<file path="config.mk">
export PLATFORM = sky130hd
export DESIGN_NAME = icis_adapter
export DESIGN_NICKNAME = d
export VERILOG_FILES = /design/src/shared/icis_pkg.sv /design/src/rtl/icis_timer.sv /design/src/rtl/icis_adapter.sv
export SDC_FILE = /design/constraint.sdc
export NUM_CORES = 1
export LEC_CHECK = 0
export BUFFER_PORTS_ARGS = -buffer_cell sky130_fd_sc_hd__buf_4
export CORE_UTILIZATION = 35
export DETAILED_ROUTE_END_ITERATION = 8
export HOLD_SLACK_MARGIN = 0.03
export PLACE_DENSITY = 0.55
export SYNTH_ARGS = -nofsm -noshare
export SYNTH_HDL_FRONTEND = slang
export SYNTH_HIERARCHICAL = 1
export SYNTH_SLANG_ARGS = --single-unit
</file>
<file path="constraint.sdc">
create_clock -name i_sys_clk -period 3.1 [get_ports i_sys_clk]
set_input_delay 0.62 -clock i_sys_clk [delete_from_list [all_inputs] [get_ports i_sys_clk]]
set_output_delay 0.62 -clock i_sys_clk [all_outputs]
set_load 0.05 [all_outputs]
</file>
<file path="src/shared/icis_pkg.sv">
package icis_pkg;

   // Confirmation result codes carried up by the frame decoder
   localparam logic [1:0] RES_NORMAL   = 2'h0;
   localparam logic [1:0] RES_TYPE_MIS = 2'h1;
   localparam logic [1:0] RES_OBJ_MIS  = 2'h2;
   localparam logic [1:0] RES_DISPOSAL = 2'h3;

   // Default timeout counts in clock cycles (shortened by parameter)
   localparam int unsigned CONFIRM_RESPONSE_TIMEOUT_CYC = 1000;
   localparam int unsigned RESPONSE_WAIT_TIMEOUT_CYC    = 1000;
   localparam int unsigned ADAPTER_INIT_LIMIT_CYC       = 2000;
   localparam int unsigned INIT_REPLY_DELAY_CYC         = 4;
   localparam int unsigned TIMER_WIDTH                  = 24;

   // Adapter sequencing states
   typedef enum logic [3:0] {
      ICIS_POWER_UP,
      ICIS_WAIT_CONFIRM,
      ICIS_STANDBY,
      ICIS_ERASE_OBJ,
      ICIS_INIT_REPLY,
      ICIS_INIT_RUN,
      ICIS_WAIT_ACCEPT,
      ICIS_ERROR_STOP,
      ICIS_UNRECOGNIZED
   } icis_state_t;

   // Response received from the equipment side of the link
   typedef struct packed {
      logic       confirm_resp;    // Confirmation response pulse
      logic [1:0] confirm_result;  // Result field of that response
      logic       init_req;        // Initialization setting request pulse
      logic       init_discard;    // Request asks to discard device data
      logic       accept_resp;     // Completion acceptance pulse
      logic       accept_ok;       // Acceptance says successful
   } icis_rx_t;

   // Commands issued toward the frame encoder
   typedef struct packed {
      logic send_confirm;   // Send confirmation request
      logic send_init_resp; // Send initialization setting response
      logic send_complete;  // Send initialization completion notice
   } icis_tx_t;

endpackage : icis_pkg

</file>
<file path="src/rtl/icis_timer.sv">
`timescale 1ns/1ns
`default_nettype none
module icis_timer
   import icis_pkg::*;
#(
   parameter int unsigned W = TIMER_WIDTH
) (
   // Clock and reset
   input  wire logic         i_sys_clk,
   input  wire logic         i_reset,
   // Control
   input  wire logic         i_start,
   input  wire logic         i_stop,
   input  wire logic [W-1:0] i_limit,
   // Status
   output logic              o_expired
);

   logic [W-1:0] count;   // Cycles left
   logic         running; // Timer armed

   ////////////////////////////////////////////////////////////////////
   // Down counter; a restart beats a stop so no start is lost
   always_ff @(posedge i_sys_clk) begin
      if (i_reset) begin
         count   <= '0;
         running <= 1'b0;
      end else if (i_start) begin
         count   <= i_limit;
         running <= 1'b1;
      end else if (i_stop || (running && count == {{(W-1){1'b0}}, 1'b1})) begin
         running <= 1'b0;
         count   <= '0;
      end else if (running) begin
         count <= count - 1'b1;
      end
   end

   // One-cycle expiry pulse
   always_ff @(posedge i_sys_clk) begin
      if (i_reset) begin
         o_expired <= 1'b0;
      end else begin
         o_expired <= running && !i_start && !i_stop
                      && count == {{(W-1){1'b0}}, 1'b1};
      end
   end

endmodule : icis_timer
`default_nettype wire

</file>
<file path="src/rtl/icis_adapter.sv">
// Functional notes
// Equipment answers confirmation within reply limit
// Equipment reports mismatches in result field
// Equipment resets adapter after type mismatch
// Three mismatches give disposal then unrecognized
// Equipment watches for requests, resets adapter
// Three missed requests make equipment unrecognized
// Adapter sends confirmation request after power-on
// Normal or mismatch results lead to standby
// Disposal result discards data, goes unrecognized
// One confirmation resend, then unrecognized
// Equipment sends initialization request on construction
// Equipment resends init request once only
// Equipment waits for completion, else stand-alone
// Equipment accepts completion within response wait
// Adapter replies promptly, then starts startup
// Discard request erases object data first
// Adapter notifies completion within init limit
// One notification resend, then error stop
// All timeouts are counter parameters
`timescale 1ns/1ns
`default_nettype none
module icis_adapter
   import icis_pkg::*;
#(
   // Timeout counts, parameters so simulation can shorten them
   parameter int unsigned CONFIRM_TO  = CONFIRM_RESPONSE_TIMEOUT_CYC,
   parameter int unsigned RESP_TO     = RESPONSE_WAIT_TIMEOUT_CYC,
   parameter int unsigned INIT_LIMIT  = ADAPTER_INIT_LIMIT_CYC,
   parameter int unsigned REPLY_DELAY = INIT_REPLY_DELAY_CYC
) (
   // Clock and reset
   input  wire logic  i_sys_clk,
   input  wire logic  i_reset,
   // Decoded frames from the equipment
   input  wire icis_rx_t i_rx,
   // Lower-layer startup handshake
   input  wire logic  i_startup_done,
   output logic       o_startup_go,
   // Frame send commands
   output icis_tx_t   o_tx,
   // Data disposal strobes
   output logic       o_discard_obj,
   output logic       o_discard_if,
   // State indication
   output icis_state_t o_state
);

   localparam int unsigned W = TIMER_WIDTH;
   // Forced completion point; never later than the init limit
   localparam int unsigned FORCE_AT = (REPLY_DELAY < INIT_LIMIT)
                                      ? REPLY_DELAY : INIT_LIMIT;

   icis_state_t state;      // Current sequencing state
   logic        retried;    // One resend already used
   logic        pend_disc;  // Pending init asked for erase
   logic [W-1:0] dly;       // Reply delay counter
   logic        tmr_start;  // Timer (re)arm
   logic        tmr_stop;   // Timer disarm
   logic [W-1:0] tmr_limit; // Count for the armed wait
   logic        tmr_exp;    // Timer expiry pulse

   ////////////////////////////////////////////////////////////////////
   // Shared timeout counter
   icis_timer #(.W(W)) u_timer (
      .i_sys_clk (i_sys_clk),
      .i_reset   (i_reset),
      .i_start   (tmr_start),
      .i_stop    (tmr_stop),
      .i_limit   (tmr_limit),
      .o_expired (tmr_exp)
   );

   // Arm on every confirmation or completion send; disarm on reaching a resting state
   always_comb begin
      tmr_start = o_tx.send_confirm || o_tx.send_complete;
      tmr_limit = o_tx.send_complete ? W'(RESP_TO) : W'(CONFIRM_TO);
      tmr_stop  = (state == ICIS_WAIT_CONFIRM && i_rx.confirm_resp)
                || (state == ICIS_WAIT_ACCEPT && i_rx.accept_resp
                    && i_rx.accept_ok);
   end

   ////////////////////////////////////////////////////////////////////
   // Main sequencing state machine
   always_ff @(posedge i_sys_clk) begin
      if (i_reset) begin
         state     <= ICIS_POWER_UP;
         retried   <= 1'b0;
         pend_disc <= 1'b0;
         dly       <= '0;
      end else begin
         case (state)
            // Leave reset straight into confirmation
            ICIS_POWER_UP: begin
               state   <= ICIS_WAIT_CONFIRM;
               retried <= 1'b0;
            end
            ICIS_WAIT_CONFIRM: begin
               if (i_rx.confirm_resp) begin
                  // Disposal is unrecognized at once, well inside watch
                  case (i_rx.confirm_result)
                     RES_DISPOSAL: state <= ICIS_UNRECOGNIZED;
                     default:      state <= ICIS_STANDBY;
                  endcase
               end else if (tmr_exp) begin
                  if (retried) begin
                     state <= ICIS_UNRECOGNIZED;
                  end else begin
                     retried <= 1'b1;
                  end
               end
            end
            // Standby and error stop wait for an init request
            ICIS_STANDBY, ICIS_ERROR_STOP: begin
               if (i_rx.init_req) begin
                  pend_disc <= i_rx.init_discard;
                  state     <= i_rx.init_discard ? ICIS_ERASE_OBJ
                                                 : ICIS_INIT_REPLY;
                  dly       <= W'(FORCE_AT);
               end
            end
            // Erase takes one cycle, then same handling
            ICIS_ERASE_OBJ: begin
               state <= ICIS_INIT_REPLY;
            end
            // Reply goes out on entry; then startup begins
            ICIS_INIT_REPLY: begin
               state <= ICIS_INIT_RUN;
            end
            ICIS_INIT_RUN: begin
               if (i_startup_done || dly == '0) begin
                  state   <= ICIS_WAIT_ACCEPT;
                  retried <= 1'b0;
               end else begin
                  dly <= dly - 1'b1;
               end
            end
            ICIS_WAIT_ACCEPT: begin
               if (i_rx.accept_resp && i_rx.accept_ok) begin
                  state <= ICIS_STANDBY;
               end else if (tmr_exp) begin
                  if (retried) begin
                     state <= ICIS_ERROR_STOP;
                  end else begin
                     retried <= 1'b1;
                  end
               end
            end
            ICIS_UNRECOGNIZED: begin
               state <= ICIS_UNRECOGNIZED;
            end
            default: state <= ICIS_POWER_UP;
         endcase
      end
   end

   ////////////////////////////////////////////////////////////////////
   // Startup order follows the reply notice by one cycle, so the
   // reply always leaves before lower-layer startup begins.
   // Limitation: completion is forced at FORCE_AT (reply delay, or init limit if smaller) if lower layer
   // never reports done, so the notice always goes out in time.
   always_ff @(posedge i_sys_clk) begin
      if (i_reset) begin
         o_startup_go <= 1'b0;
      end else begin
         o_startup_go <= o_tx.send_init_resp;
      end
   end

   ////////////////////////////////////////////////////////////////////
   // Frame send pulses
   always_ff @(posedge i_sys_clk) begin
      if (i_reset) begin
         o_tx <= '0;
      end else begin
         o_tx.send_confirm   <= (state == ICIS_POWER_UP)
                             || (state == ICIS_WAIT_CONFIRM && tmr_exp
                                 && !retried && !i_rx.confirm_resp);
         o_tx.send_init_resp <= (state == ICIS_INIT_REPLY);
         o_tx.send_complete  <= (state == ICIS_INIT_RUN
                                 && (i_startup_done || dly == '0))
                             || (state == ICIS_WAIT_ACCEPT && tmr_exp
                                 && !retried
                                 && !(i_rx.accept_resp && i_rx.accept_ok));
      end
   end

   ////////////////////////////////////////////////////////////////////
   // Discard strobes
   always_ff @(posedge i_sys_clk) begin
      if (i_reset) begin
         o_discard_obj <= 1'b0;
         o_discard_if  <= 1'b0;
      end else begin
         o_discard_obj <= (state == ICIS_WAIT_CONFIRM && i_rx.confirm_resp
                           && (i_rx.confirm_result == RES_OBJ_MIS
                               || i_rx.confirm_result == RES_DISPOSAL))
                       || (state == ICIS_WAIT_CONFIRM && tmr_exp && retried)
                       || (state == ICIS_ERASE_OBJ);
         o_discard_if  <= (state == ICIS_WAIT_CONFIRM && i_rx.confirm_resp
                           && i_rx.confirm_result == RES_DISPOSAL)
                       || (state == ICIS_WAIT_CONFIRM && tmr_exp && retried);
      end
   end

   // State shown to the outside
   always_ff @(posedge i_sys_clk) begin
      if (i_reset) o_state <= ICIS_POWER_UP;
      else         o_state <= state;
   end

   ////////////////////////////////////////////////////////////////////
   // Checks
   a_confirm_after_reset: assert property (@(posedge i_sys_clk)
      disable iff (i_reset)
      $fell(i_reset) |-> ##[1:3] o_tx.send_confirm)
      else $error("no confirmation request after reset");

   a_disposal_unrec: assert property (@(posedge i_sys_clk)
      disable iff (i_reset)
      (state == ICIS_WAIT_CONFIRM && i_rx.confirm_resp
       && i_rx.confirm_result == RES_DISPOSAL)
      |=> state == ICIS_UNRECOGNIZED && o_discard_if && o_discard_obj
      ##1 o_discard_if == 1'b0)
      else $error("disposal did not reach unrecognized");

   a_result_standby: assert property (@(posedge i_sys_clk)
      disable iff (i_reset)
      (state == ICIS_WAIT_CONFIRM && i_rx.confirm_resp
       && i_rx.confirm_result != RES_DISPOSAL) |=> state == ICIS_STANDBY)
      else $error("result did not lead to standby");

   a_objmis_discard: assert property (@(posedge i_sys_clk)
      disable iff (i_reset)
      (state == ICIS_WAIT_CONFIRM && i_rx.confirm_resp
       && i_rx.confirm_result == RES_OBJ_MIS) |=> o_discard_obj)
      else $error("object mismatch did not discard");

   a_confirm_retry: assert property (@(posedge i_sys_clk)
      disable iff (i_reset)
      (state == ICIS_WAIT_CONFIRM && tmr_exp && retried
       && !i_rx.confirm_resp) |=> state == ICIS_UNRECOGNIZED && o_discard_if)
      else $error("second confirm timeout mishandled");

   a_erase_first: assert property (@(posedge i_sys_clk)
      disable iff (i_reset)
      (state == ICIS_ERASE_OBJ) |=> o_discard_obj ##1 o_tx.send_init_resp)
      else $error("erase did not precede reply");

   a_reply_startup: assert property (@(posedge i_sys_clk)
      disable iff (i_reset)
      o_tx.send_init_resp |=> o_startup_go)
      else $error("reply without startup");

   a_notice_limit: assert property (@(posedge i_sys_clk)
      disable iff (i_reset)
      $rose(o_startup_go) |-> ##[0:300] o_tx.send_complete)
      else $error("completion notice late");

   a_error_stop: assert property (@(posedge i_sys_clk)
      disable iff (i_reset)
      (state == ICIS_WAIT_ACCEPT && tmr_exp && retried
       && !(i_rx.accept_resp && i_rx.accept_ok)) |=> state == ICIS_ERROR_STOP)
      else $error("second accept timeout did not stop");

endmodule : icis_adapter
`default_nettype wire

</file>
==> results.md, run 1 <==
- Core ar.: 0.0103 mm^2
- Gr busiest metal: met2
- Reg2reg path depth: 5
- Post-route DRC: 0
- Skew-Pair Late Insertion Delay: 0.34 ns
- HP Start: o_tx[1]
- Die ar.: 0.0110 mm^2
- Worst setup endpoint: u_timer/count[21]
- Critical Path AT: 2.69 ns
- Crit path from: u_timer/count[16]
- Synthesized area per cell: 7.92 um^2
- Rows: 37
- Num CTS Buffers: 9
- Vias/cell: 5.48
- Slew HR: 46.9%
- Number of post-CTS setup repair buffers: 0
- Seq cells post-synth: 65
- ANT nets after route: 0
- Hold Crit Depth: 1
- Initial Util: 36.1%
- Startpoint Class: flip-flop
- DR vias: 3537
- Number of global-route vias before repair: 3312
- Commonest non-fill, non-tap cell in the layout: dfxtp_1
- Most frequent cells in the layout: 65 x dfxtp_1, 50 x nand2_1, 42 x a21oi_1
- Asr flop ratio synth: 0%
- Sequential-to-total area share from yosys stat: 35.1%
- Total GRT Usage: 17.7%
- Pin count of the biggest net entering global routing: 46
- Root Buffer: clkbuf_8
- Die height: 105 um
- Synth Flop Type: dfxtp_1
- GRT Residual Overflow: 0
- Cells after synthesis: 468
- Clock Skew: 0.00432 ns
- Placement Cell Area: 0.00404 mm^2
- Max-cap violations: 0
- Synth cell types: 66
- HP Class: flip-flop to flip-flop
- Crit path max-delay cell type: or4_4
- Area grow syn2layout: 14.8%
- Buffers added on ports: 19
- Post-layout min period: 2.48 ns
- Final setup viols: 0
- Initial detailed-routing violation count: 163
- R2R setup slack: 0.62 ns
- Wirelength per Cell: 14.0 um
- Worst path max stage delay: 0.57 ns
- WHS: 0.467 ns
- FF-to-FF End: u_timer/count[21]
- Longest Clk Path Bufs: 2
- Clock Pin Slew Worst Setup and Hold Paths: 0.07 ns
- Period utilisation layout: 80.1%
- EDFF count, synth: 0
- WP data required: 3.31 ns
- Post-cts sizing count: 0
- Layout cells sized above 1: 12.4%
- Leak: 1.61 nW
- Worst IR Drop VDD: 342 uV
- Post-CTS Hold Buffers: 0
- GR Util met2: 28.9%
- Outcome: finished clean
- Clock Sinks: 65
- Fillers: 1069
- ANT cells: 0
- Critical Path End Type: flip-flop
- Cell area after synthesis: 0.00371 mm^2
- CTS tree: yes
- Final Hold Fails: 0
- CTS H-tree depth: 3
- Reg-to-reg startpoint: u_timer/count[16]
- Met3 GRT Util: 3.81%
- RSZ-0062 raised after global routing: false
- Die X-Extent: 105 um
- Crit path max fanout: 20
- Final WL: 9.04 mm
- Met1 GRT Util: 22.5%
- CP Class: flip-flop to flip-flop
- Placer Congestion: 0.790
- Pwr dens: 1070 mW/mm^2
- Nets: 520
- Synth warn: 6
- Final Instance Area: 0.00426 mm^2
- Measured slew at the worst slew-check pin: 0.797 ns
- Detail Placement HPWL: 6.16 mm
- Initial antenna violation count: 0
- Pre-antenna DRT Iters: 4
- Top Ports: 20
- CP most frequent cell: or4_4
- Peak Freq: 403 MHz
- Final Max Tran Viols: 0
- Setup TNS: 0 ns
- Critical Path, Cell by Cell: or4_4 -> or4_4 -> o31a_1 -> nand2b_2 -> o32ai_1
- First-pass GRT wire length: 15.8 mm
[logic make-up (layout without fill, tap and decap cells)]
family | after synthesis | after routing | synth area share (%)
and+or+nand+nor | 210 | 210 | 30.6
AOI/OAI and AO/OA | 140 | 140 | 25.3
DFF | 65 | 65 | 35.1
buffers and inverters | 37 | 52 | 4.83
xor gates and xnor gates | 5 | 5 | 1.18
muxes | 5 | 5 | 1.42
adders and majority gates | 4 | 4 | 1.35
other | 2 | 29 | 0.203
[worst max-delay path: cells and delay by family, from the launching register on]
family | cells | cell delay [ns]
AO/OA/AOI/OAI | 2 | 0.66
flip-flops | 1 | 0.39
AND/OR/NAND/NOR | 3 | 1.29
[layout make-up]
type | instances | area [um^2] | share of cell area, %
Clock buffer | 13 | 179 | 4.20
Clock inverter | 2 | 35.0 | 0.823
Inverter | 9 | 33.8 | 0.793
Multi-Input combinational cell | 393 | 2330 | 54.7
Sequential cell | 65 | 1300 | 30.6
Tap cell | 136 | 170 | 4.00
Timing Repair Buffer | 28 | 210 | 4.94
[state kept, by name (all words and copies together), names as in the netlist]
register	count
u_timer/running	1
o_tx	3
retried	1
o_state	4
o_discard_obj	1
u_timer/o_expired	1
dly	24
o_discard_if	1
state	4
o_startup_go	1
u_timer/count	24
[worst min path at each step]
stage                    to  slack (ns)
6_report       o_startup_go        0.47
5_1_grt        o_startup_go        0.50
4_1_cts        o_startup_go        0.47
3_5_place_dp   o_startup_go        0.46
3_3_place_gp   o_startup_go        0.46
2_1_floorplan       dly[23]        0.45
[power by group]
| part | internal (mW) | switching (mW) |
|---|---|---|
| clock | 0.454 | 0.326 |
| sequential | 1.07 | 0.319 |
| combinational | 0.928 | 1.45 |
| total | 2.45 | 2.09 |
[routing by layer]
metal | vias to the layer above | wire length, um
li1 | 1814 | -
met1 | 1644 | 4400
met2 | 66 | 4110
met3 | 13 | 343
met4 | 0 | 179
met5 | - | 0
[Yosys cell counts (6+ instances only)]
cell,count,area (um^2)
o21ai_0,22,110
or4_1,10,75.1
nand2b_1,9,56.3
nor4_1,15,93.8
nor3_1,19,95.1
nor2_1,32,120
or3_1,17,106
clkbuf_1,20,75.1
o31ai_1,14,105
nand4_1,8,50.1
nor2b_1,6,37.5
dfxtp_1,65,1300
a21oi_1,42,210
inv_1,8,30.0
nand2_1,50,188
and3_1,6,37.5
nand3_1,12,60.1
a211oi_1,13,97.6
[stage by stage]
step	total power, mW	setup WS [ns]	std cells	utilization, %
after detailed placement	3.75	0.532	631	39.3
after global routing	4.97	0.420	646	41.4
after floorplan	3.18	0.679	495	-
final	4.55	0.616	646	41.4
after CTS	4.55	0.608	646	41.4
after global placement	3.71	0.554	631	39.3
Note: power is estimated with default switching activity, not from simulation.
==> run 2: changes to the inputs <==
--- a/config.mk
+++ b/config.mk
@@ -5,11 +5,12 @@
 export SDC_FILE = /design/constraint.sdc
 export NUM_CORES = 1
 export LEC_CHECK = 0
+export ABC_AREA = 1
 export BUFFER_PORTS_ARGS = -buffer_cell sky130_fd_sc_hd__buf_4
 export CORE_UTILIZATION = 35
 export DETAILED_ROUTE_END_ITERATION = 8
 export HOLD_SLACK_MARGIN = 0.03
-export PLACE_DENSITY = 0.55
+export PLACE_DENSITY = 0.54
 export SYNTH_ARGS = -nofsm -noshare
 export SYNTH_HDL_FRONTEND = slang
 export SYNTH_HIERARCHICAL = 1
==> constraint.sdc (replaced) <==
create_clock -name i_sys_clk -period 2.6 [get_ports i_sys_clk]
set_input_delay 0.52 -clock i_sys_clk [delete_from_list [all_inputs] [get_ports i_sys_clk]]
set_output_delay 0.52 -clock i_sys_clk [all_outputs]
set_load 0.05 [all_outputs]
==> run 2 against run 1 <==
Against the previous run:
- sequential power increased by 6%
- utilization increased by 0.40 points
- non-clock buffer count stayed put
- register-to-register slack worse by 0.17 ns
- combinational power rose by 66%
- first-iteration DRC count grew 91%
- synthesized cell count rose by 49%
- die area rose by 19%
- worst hold slack lost 0.047 ns
- total power rose by 45%
- flip-flop and latch count did not move
- synthesized area increased by 19%
- critical path type unchanged
==> results.md, run 2 <==
- Root Buffer: clkbuf_16
- Num CTS Buffers: 9 (unchanged)
- Clock Pin Slew Worst Setup and Hold Paths: 0.05 ns (-0.02 ns)
- Top Ports: 20 (unchanged)
- Initial Util: 36.4% (+0.30 points)
- Vias/cell: 4.78 (-13%)
- Commonest non-fill, non-tap cell in the layout: nand2_1
- Worst path max stage delay: 0.46 ns (-0.11 ns)
- DR vias: 4349 (+23%)
- Worst IR Drop VDD: 550 uV (+61%)
- Total GRT Usage: 19.0% (+1.3 points)
- GRT Residual Overflow: 0 (unchanged)
- Count leader, synth: nand2_1
- Pwr dens: 1300 mW/mm^2 (+22%)
- Core ar.: 0.0122 mm^2 (+18%)
- Synth cell types: 39 (-41%)
- First-pass GRT wire length: 19.6 mm (+24%)
- Synth Area in Adders: 1.13% (-0.22 points)
- ANT cells: 0 (unchanged)
- Placer Congestion: 0.859 (+8.8%)
- Crit path max-delay cell type: dfxtp_1
- Synth Area in Simple Gates: 42.9% (+12 points)
- CTS H-tree depth: 3 (unchanged)
- Longest Clk Path Bufs: 2 (unchanged)
- Outcome: finished clean
- Measured slew at the worst slew-check pin: 0.664 ns (-0.133 ns)
- Critical Path End Type: flip-flop
- Asr flop ratio synth: 0% (unchanged)
- Synthesized area per cell: 6.34 um^2 (-20%)
- Synth Area in XOR/XNOR: 2.77% (+1.6 points)
- Buffers added on ports: 19 (unchanged)
- RSZ-0062 raised after global routing: false
- Post-CTS Hold Buffers: 0 (unchanged)
- Largest family of logic cells by synthesized area: simple AND/OR/NAND/NOR gates
- Pre-antenna DRT Iters: 5 (+1)
- Final Hold Fails: 0 (unchanged)
- Period utilisation layout: 83.0% (+2.8 points)
- Die height: 114 um (+9.0%)
- Most frequent cells in the layout: 175 x nand2_1, 112 x nor2_1, 65 x inv_1, 65 x dfxtp_1, 50 x nand3_1
- Seq cells post-synth: 65 (unchanged)
- Synth top area share: 29.4% (-5.7 points)
- Initial antenna violation count: 0 (unchanged)
- CP top delay family: simple AND/OR/NAND/NOR gates
- Synth warn: 6 (unchanged)
- WP data required: 2.82 ns (-0.49 ns)
- Critical Path, Cell by Cell: inv_2 -> nor2_4 -> nand2_1 -> o21ai_0 -> nand3b_4 -> buf_4 -> nand2_1 -> inv_1 -> a21oi_1
- Nets: 752 (+45%)
- Number of global-route vias before repair: 3925 (+19%)
- Final WL: 11.5 mm (+27%)
- Clock Sinks: 65 (unchanged)
- Die ar.: 0.0131 mm^2 (+19%)
- Leak: 2.40 nW (+49%)
- CP most frequent cell: nand2_1
- Rows: 40 (+8.1%)
- Area grow syn2layout: 15.0%
- Initial detailed-routing violation count: 312 (+91%)
- Layout cells sized above 1: 16.3% (+4.0 points)
- ANT nets after route: 0 (unchanged)
- Wirelength per Cell: 12.6 um (-9.7%)
- Crit path max fanout: 35 (+75%)
- Post-route DRC: 0 (unchanged)
- Die X-Extent: 114 um (+9.0%)
- Setup TNS: 0 ns (unchanged)
- Startpoint Class: flip-flop
- HP Class: flip-flop to flip-flop
- Peak Freq: 464 MHz (+15%)
- Non-Filler Instances: 910 (+41%)
- CP Class: flip-flop to flip-flop
- Synth Flop Type: dfxtp_1
- Skew-Pair Late Insertion Delay: 0.33 ns (about the same)
- Inst Count DP: 895 (+42%)
- EDFF count, synth: 0 (unchanged)
- Slew HR: 55.7% (+8.8 points)
- WP buf/inv: 3 (+3)
- Max-cap violations: 0 (unchanged)
- Multiplexer share of the synthesized area: 0% (-1.4 points)
- Clock Skew: 0.00479 ns (+0.000469 ns)
- Critical Path AT: 2.37 ns (-0.32 ns)
- Final Max Tran Viols: 0 (unchanged)
- Cell area after synthesis: 0.00442 mm^2 (+19%)
- Post-layout min period: 2.16 ns (-0.327 ns)
- Biggest regs: dly: 24 flops, u_timer/count: 24 flops
- Top post-synthesis cells by area: dfxtp_1 29%, nand2_1 15%, nor2_1 9.5%
- CTS tree: yes
- Sequential-to-total area share from yosys stat: 29.4% (-5.7 points)
- Cells after synthesis: 698 (+49%)
- Final setup viols: 0 (unchanged)
- Synth area leader: dfxtp_1
- Pin count of the biggest net entering global routing: 36 (-22%)
- Synth top cells by count: 175 x nand2_1, 112 x nor2_1, 65 x dfxtp_1, 65 x inv_1, 50 x nand3_1
- Synth Area in Compound Gates: 14.4% (-11 points)
- Detail Placement HPWL: 8.27 mm (+34%)
-- run 2: cell count changes after synthesis, moves of 17 or more --
cell,previous run,this run
nand2_2,0,22
nor2_1,32,112
or3_1,17,0
nand2_1,50,175
inv_1,8,65
a21oi_2,0,23
o21ai_0,22,39
nand3_1,12,50
-- run 2: timing repair --
action,4_1_cts,5_1_grt
endpoints found under the setup margin,0,1
buffers inserted,0,0
resized for setup,0,1
hold endpoints to repair,0,0
-- run 2: worst paths after layout --
path / startpoint / end / slack [ns] / cells after the start
setup / recovery: state[1] / u_timer/count[21] / 0.44 / 9
hold reg to reg: o_tx[1] / o_startup_go / 0.42 / 2
setup reg to reg: state[1] / u_timer/count[21] / 0.44 / 9
hold / removal: o_tx[1] / o_startup_go / 0.42 / 2
-- run 2: layer usage --
layer | vias to the layer above | wire length, um | track usage [%] | share of wire (%)
met5 | - | 0 | 0 | 0
met4 | 0 | 126 | 5.71 | 1.1
met3 | 9 | 546 | 2.96 | 4.8
met2 | 106 | 4570 | 26.4 | 40
met1 | 1951 | 6250 | 29.5 | 54
li1 | 2283 | - | - | -
-- run 2: logic make-up (layout without fill, tap and decap cells) --
| group | count (synthesis) | in the layout |
|---|---|---|
| compound gates | 105 | 105 |
| other cells | 2 | 24 |
| xor+xnor | 14 | 14 |
| fa+ha+maj | 4 | 4 |
| simple gates | 414 | 414 |
| flops | 65 | 65 |
| buf+inv | 94 | 116 |
-- run 2: worst register-to-register path: stages (launching register included) --
cell and delay [ns]:
dfxtp_1 0.46, inv_2 0.12, nor2_4 0.15, nand2_1 0.11, o21ai_0 0.42, nand3b_4 0.45
buf_4 0.19, nand2_1 0.05, inv_1 0.05, a21oi_1 0.06
-- run 2: where the power goes --
part | total, mW | internal (mW) | leakage (nW) | switching, mW
clock | 1.17 | 0.732 | 0.139 | 0.436
combinational | 3.96 | 1.31 | 1.73 | 2.65
sequential | 1.48 | 1.23 | 0.531 | 0.252
total | 6.61 | 3.27 | 2.40 | 3.34
-- run 2: final cells by class --
type / instances / area, um^2
clock buffer: 11 / 233
clock inverter: 4 / 45.0
fill: 1293 / 7070
inverter: 73 / 284
multi-input combinational: 561 / 2800
sequential: 65 / 1300
tap: 168 / 210
timing repair buffer: 28 / 210
-- run 2: through the flow --
stage                     util, %  power, mW  instance area (um^2)  worst slack (ns)  hold WS, ns
after floorplan                 -       4.61                  4510             0.822        0.439
after global placement       39.5       5.39                  4800             0.406        0.425
after detailed placement     39.5       5.42                  4800             0.273        0.421
after CTS                    41.8       6.62                  5080             0.244        0.429
after global routing         41.8       7.26                  5090             0.244        0.453
final                        41.8       6.61                  5090             0.443        0.420
==> run 3: changes to the inputs <==
--- a/config.mk
+++ b/config.mk
@@ -5,12 +5,12 @@
 export SDC_FILE = /design/constraint.sdc
 export NUM_CORES = 1
 export LEC_CHECK = 0
-export ABC_AREA = 1
+export ABC_AREA = 0
 export BUFFER_PORTS_ARGS = -buffer_cell sky130_fd_sc_hd__buf_4
 export CORE_UTILIZATION = 35
 export DETAILED_ROUTE_END_ITERATION = 8
 export HOLD_SLACK_MARGIN = 0.03
-export PLACE_DENSITY = 0.54
+export PLACE_DENSITY = 0.56
 export SYNTH_ARGS = -nofsm -noshare
 export SYNTH_HDL_FRONTEND = slang
 export SYNTH_HIERARCHICAL = 1
==> constraint.sdc (replaced) <==
create_clock -name i_sys_clk -period 1.85 [get_ports i_sys_clk]
set_input_delay 0.37 -clock i_sys_clk [delete_from_list [all_inputs] [get_ports i_sys_clk]]
set_output_delay 0.37 -clock i_sys_clk [all_outputs]
set_load 0.05 [all_outputs]
==> run 3 against run 2 <==
Against the previous run:
- the flow now finishes with violations (negative setup slack)
- clock power up 6%
- final cell count is 16% lower
- utilization grew 12 points
- non-clock buffer count rose by 117
- total power rose by 52%
- combinational power up 68%
- worst setup slack got worse by 0.72 ns
- clock-buffer cell count stayed put
- design area grew 9.2%
- via count is 6.3% lower
- first-iteration DRC count fell by 29%
- critical endpoint is now dly[23]
- highest routed layer unchanged
==> results.md, run 3 (synthesized netlist as in run 1, its figures left out) <==
- CTS H-tree depth: 3 (unchanged)
- RSZ-0062 raised after global routing: true
- Longest Clk Path Bufs: 2 (unchanged)
- Inst Count DP: 732 (-18%)
- ANT cells: 0 (unchanged)
- Gr busiest metal: met2
- Crit path max-delay cell type: or4_4
- CP most frequent cell: or4_4
- Layout cells sized above 1: 38.8% (+22 points)
- Cell internal pwr: 5.65 mW (+73%)
- Outcome: finished, violations left
- Root Buffer: clkbuf_8
- HP Class: primary input to flip-flop
- Critical Path, Cell by Cell: or4_4 -> a2111oi_4 -> buf_4 -> o211ai_4 -> or4_4 -> a21oi_2
- Final setup viols: 55 (+55)
- Clock Skew: 0.00838 ns (+0.00360 ns)
- Max-cap violations: 0 (unchanged)
- CP top delay family: simple AND/OR/NAND/NOR gates
- Flop pwr share: 21.2% (-1.2 points)
- Met3 GRT Util: 3.49% (+0.53 points)
- Fillers: 990 (-23%)
- Pin count of the biggest net entering global routing: 31 (-14%)
- Commonest non-fill, non-tap cell in the layout: buf_4
- GR Util met2: 36.0% (+9.7 points)
- CP Class: flip-flop to flip-flop
- Met1 GRT Util: 25.9% (-3.6 points)
- Crit path max fanout: 7 (-80%)
- Nets: 638 (-15%)
- Number of global-route vias before repair: 3996 (+1.8%)
- Critical Path AT: 2.41 ns (+0.04 ns)
- Total GRT Usage: 20.9% (+1.9 points)
- ANT nets after route: 0 (unchanged)
- Placement Cell Area: 0.00488 mm^2 (+1.7%)
- Post-route DRC: 0 (unchanged)
- Clock Sinks: 65 (unchanged)
- Critical Path End Type: flip-flop
- Peak Freq: 470 MHz (+1.3%)
- Startpoint Class: flip-flop
- Worst path max stage delay: 0.57 ns (+0.11 ns)
- WHS: 0.399 ns (-0.0214 ns)
- Initial antenna violation count: 0 (unchanged)
- Initial Util: 36.1% (-0.30 points)
- Detail Placement HPWL: 7.51 mm (-9.1%)
- Clock share of power: 12.4% (-5.3 points)
- Final Power: 10.0 mW (+52%)
- Core ar.: 0.0103 mm^2 (-15%)
- Initial detailed-routing violation count: 223 (-29%)
- Num CTS Buffers: 9 (unchanged)
- Comb pwr share: 66.4% (+6.5 points)
- Final Instance Area: 0.00556 mm^2 (+9.2%)
- Pre-CTS WS: -0.340 ns (-0.613 ns)
- Sw Ratio: 43.5% (-7.0 points)
- WP buf/inv: 1 (-2)
- Most frequent cells in the layout: 131 x buf_4, 55 x dfxtp_1, 49 x nand2_1
- Non-Filler Instances: 765 (-16%)
- Top Ports: 20 (unchanged)
- Final Hold Fails: 0 (unchanged)
- Placer Congestion: 0.804 (-6.5%)
- Pre-antenna DRT Iters: 4 (-1)
- Buffers added on ports: 19 (unchanged)
- GRT Residual Overflow: 0 (unchanged)
- Hold Crit Depth: 2 (unchanged)
- Die ar.: 0.0110 mm^2 (-16%)
- Reg2reg path depth: 6 (-3)
- Die X-Extent: 105 um (-8.3%)
- Wirelength per Cell: 14.5 um (+15%)
- CTS tree: yes
- Worst IR Drop VDD: 1160 uV (+110%)
- Clock Pin Slew Worst Setup and Hold Paths: 0.07 ns (+0.02 ns)
- Final core occ: 54.1% (+12 points)
- Crit path depth: 6 (-3)
- Biggest regs: dly: 24 flops, u_timer/count: 24 flops
- First-pass GRT wire length: 18.5 mm (-5.5%)
- Leak: 2.30 nW (-4.4%)
- P_sw: 4.36 mW (+31%)
- Pwr dens: 1800 mW/mm^2 (+39%)
- Post-layout min period: 2.13 ns (-0.0286 ns)
- WP data required: 2.13 ns (-0.69 ns)
- Post-CTS Hold Buffers: 0 (unchanged)
- Rows: 37 (-7.5%)
- DR vias: 4073 (-6.3%)
- Die height: 105 um (-8.3%)
- Setup TNS: -9.88 ns (-9.88 ns)
- Area grow syn2layout: 49.9%
- Final Max Tran Viols: 0 (unchanged)
- Skew-Pair Late Insertion Delay: 0.35 ns (+0.02 ns)
- Period utilisation layout: 115% (+32 points)
- Final worst setup slack: -0.278 ns (-0.721 ns)
- Failing checks: negative setup slack
- Vias/cell: 5.32 (+11%)
- Final WL: 11.1 mm (-3.5%)
## run 3: changes by cell type in the layout (fill, tap and decap cells not counted), sizes merged, moves of 13 or more
| cell | before | now |
|---|---|---|
| nand2 | 203 | 50 |
| buf | 28 | 145 |
| nor2 | 126 | 32 |
| inv | 73 | 8 |
| nand3 | 51 | 12 |
| or3 | 0 | 19 |
| o21ai | 41 | 23 |
| a21oi | 57 | 42 |
| nor3 | 4 | 19 |
| nor4 | 1 | 15 |
| o31ai | 0 | 14 |
| or4 | 0 | 14 |
| a211oi | 0 | 13 |
## run 3: routing by layer
layer | share of wire, % | wire length, um
met3 | 2.6 | 291
met4 | 1.7 | 189
met5 | 0 | 0
met2 | 50 | 5580
met1 | 45 | 5040
## run 3: worst paths after layout
path	start	end	slack (ns)
setup / recovery	dly[2]	dly[23]	-0.28
hold / removal	i_reset	o_tx[0]	0.40
setup reg to reg	dly[2]	dly[23]	-0.28
hold reg to reg	o_tx[1]	o_startup_go	0.46
## run 3: layout make-up
class | count | area, um^2 | share of cell area [%]
Tap cell | 136 | 170 | 3.06
Timing Repair Buffer | 145 | 1170 | 21.1
Multi-Input combinational cell | 394 | 2670 | 48.1
Clock inverter | 5 | 55.1 | 0.991
Inverter | 9 | 33.8 | 0.608
Clock buffer | 11 | 141 | 2.54
Sequential cell | 65 | 1310 | 23.6
## run 3: power by group through the flow
stage	Clock, mW	Sequential, mW	Combinational, mW
6_report	1.24	2.12	6.65
5_1_grt	1.34	2.19	7.26
4_1_cts	1.28	2.11	6.12
3_5_place_dp	0	2.13	5.76
3_3_place_gp	0	2.12	5.63
2_1_floorplan	0	2.21	3.24
## run 3: repair_timing
action | in CTS | in global routing
cloned | 2 | 0
gates resized for setup | 25 | 60
endpoints found under the setup margin | 56 | 56
pin swaps | 24 | 28
setup buffers | 6 | 9
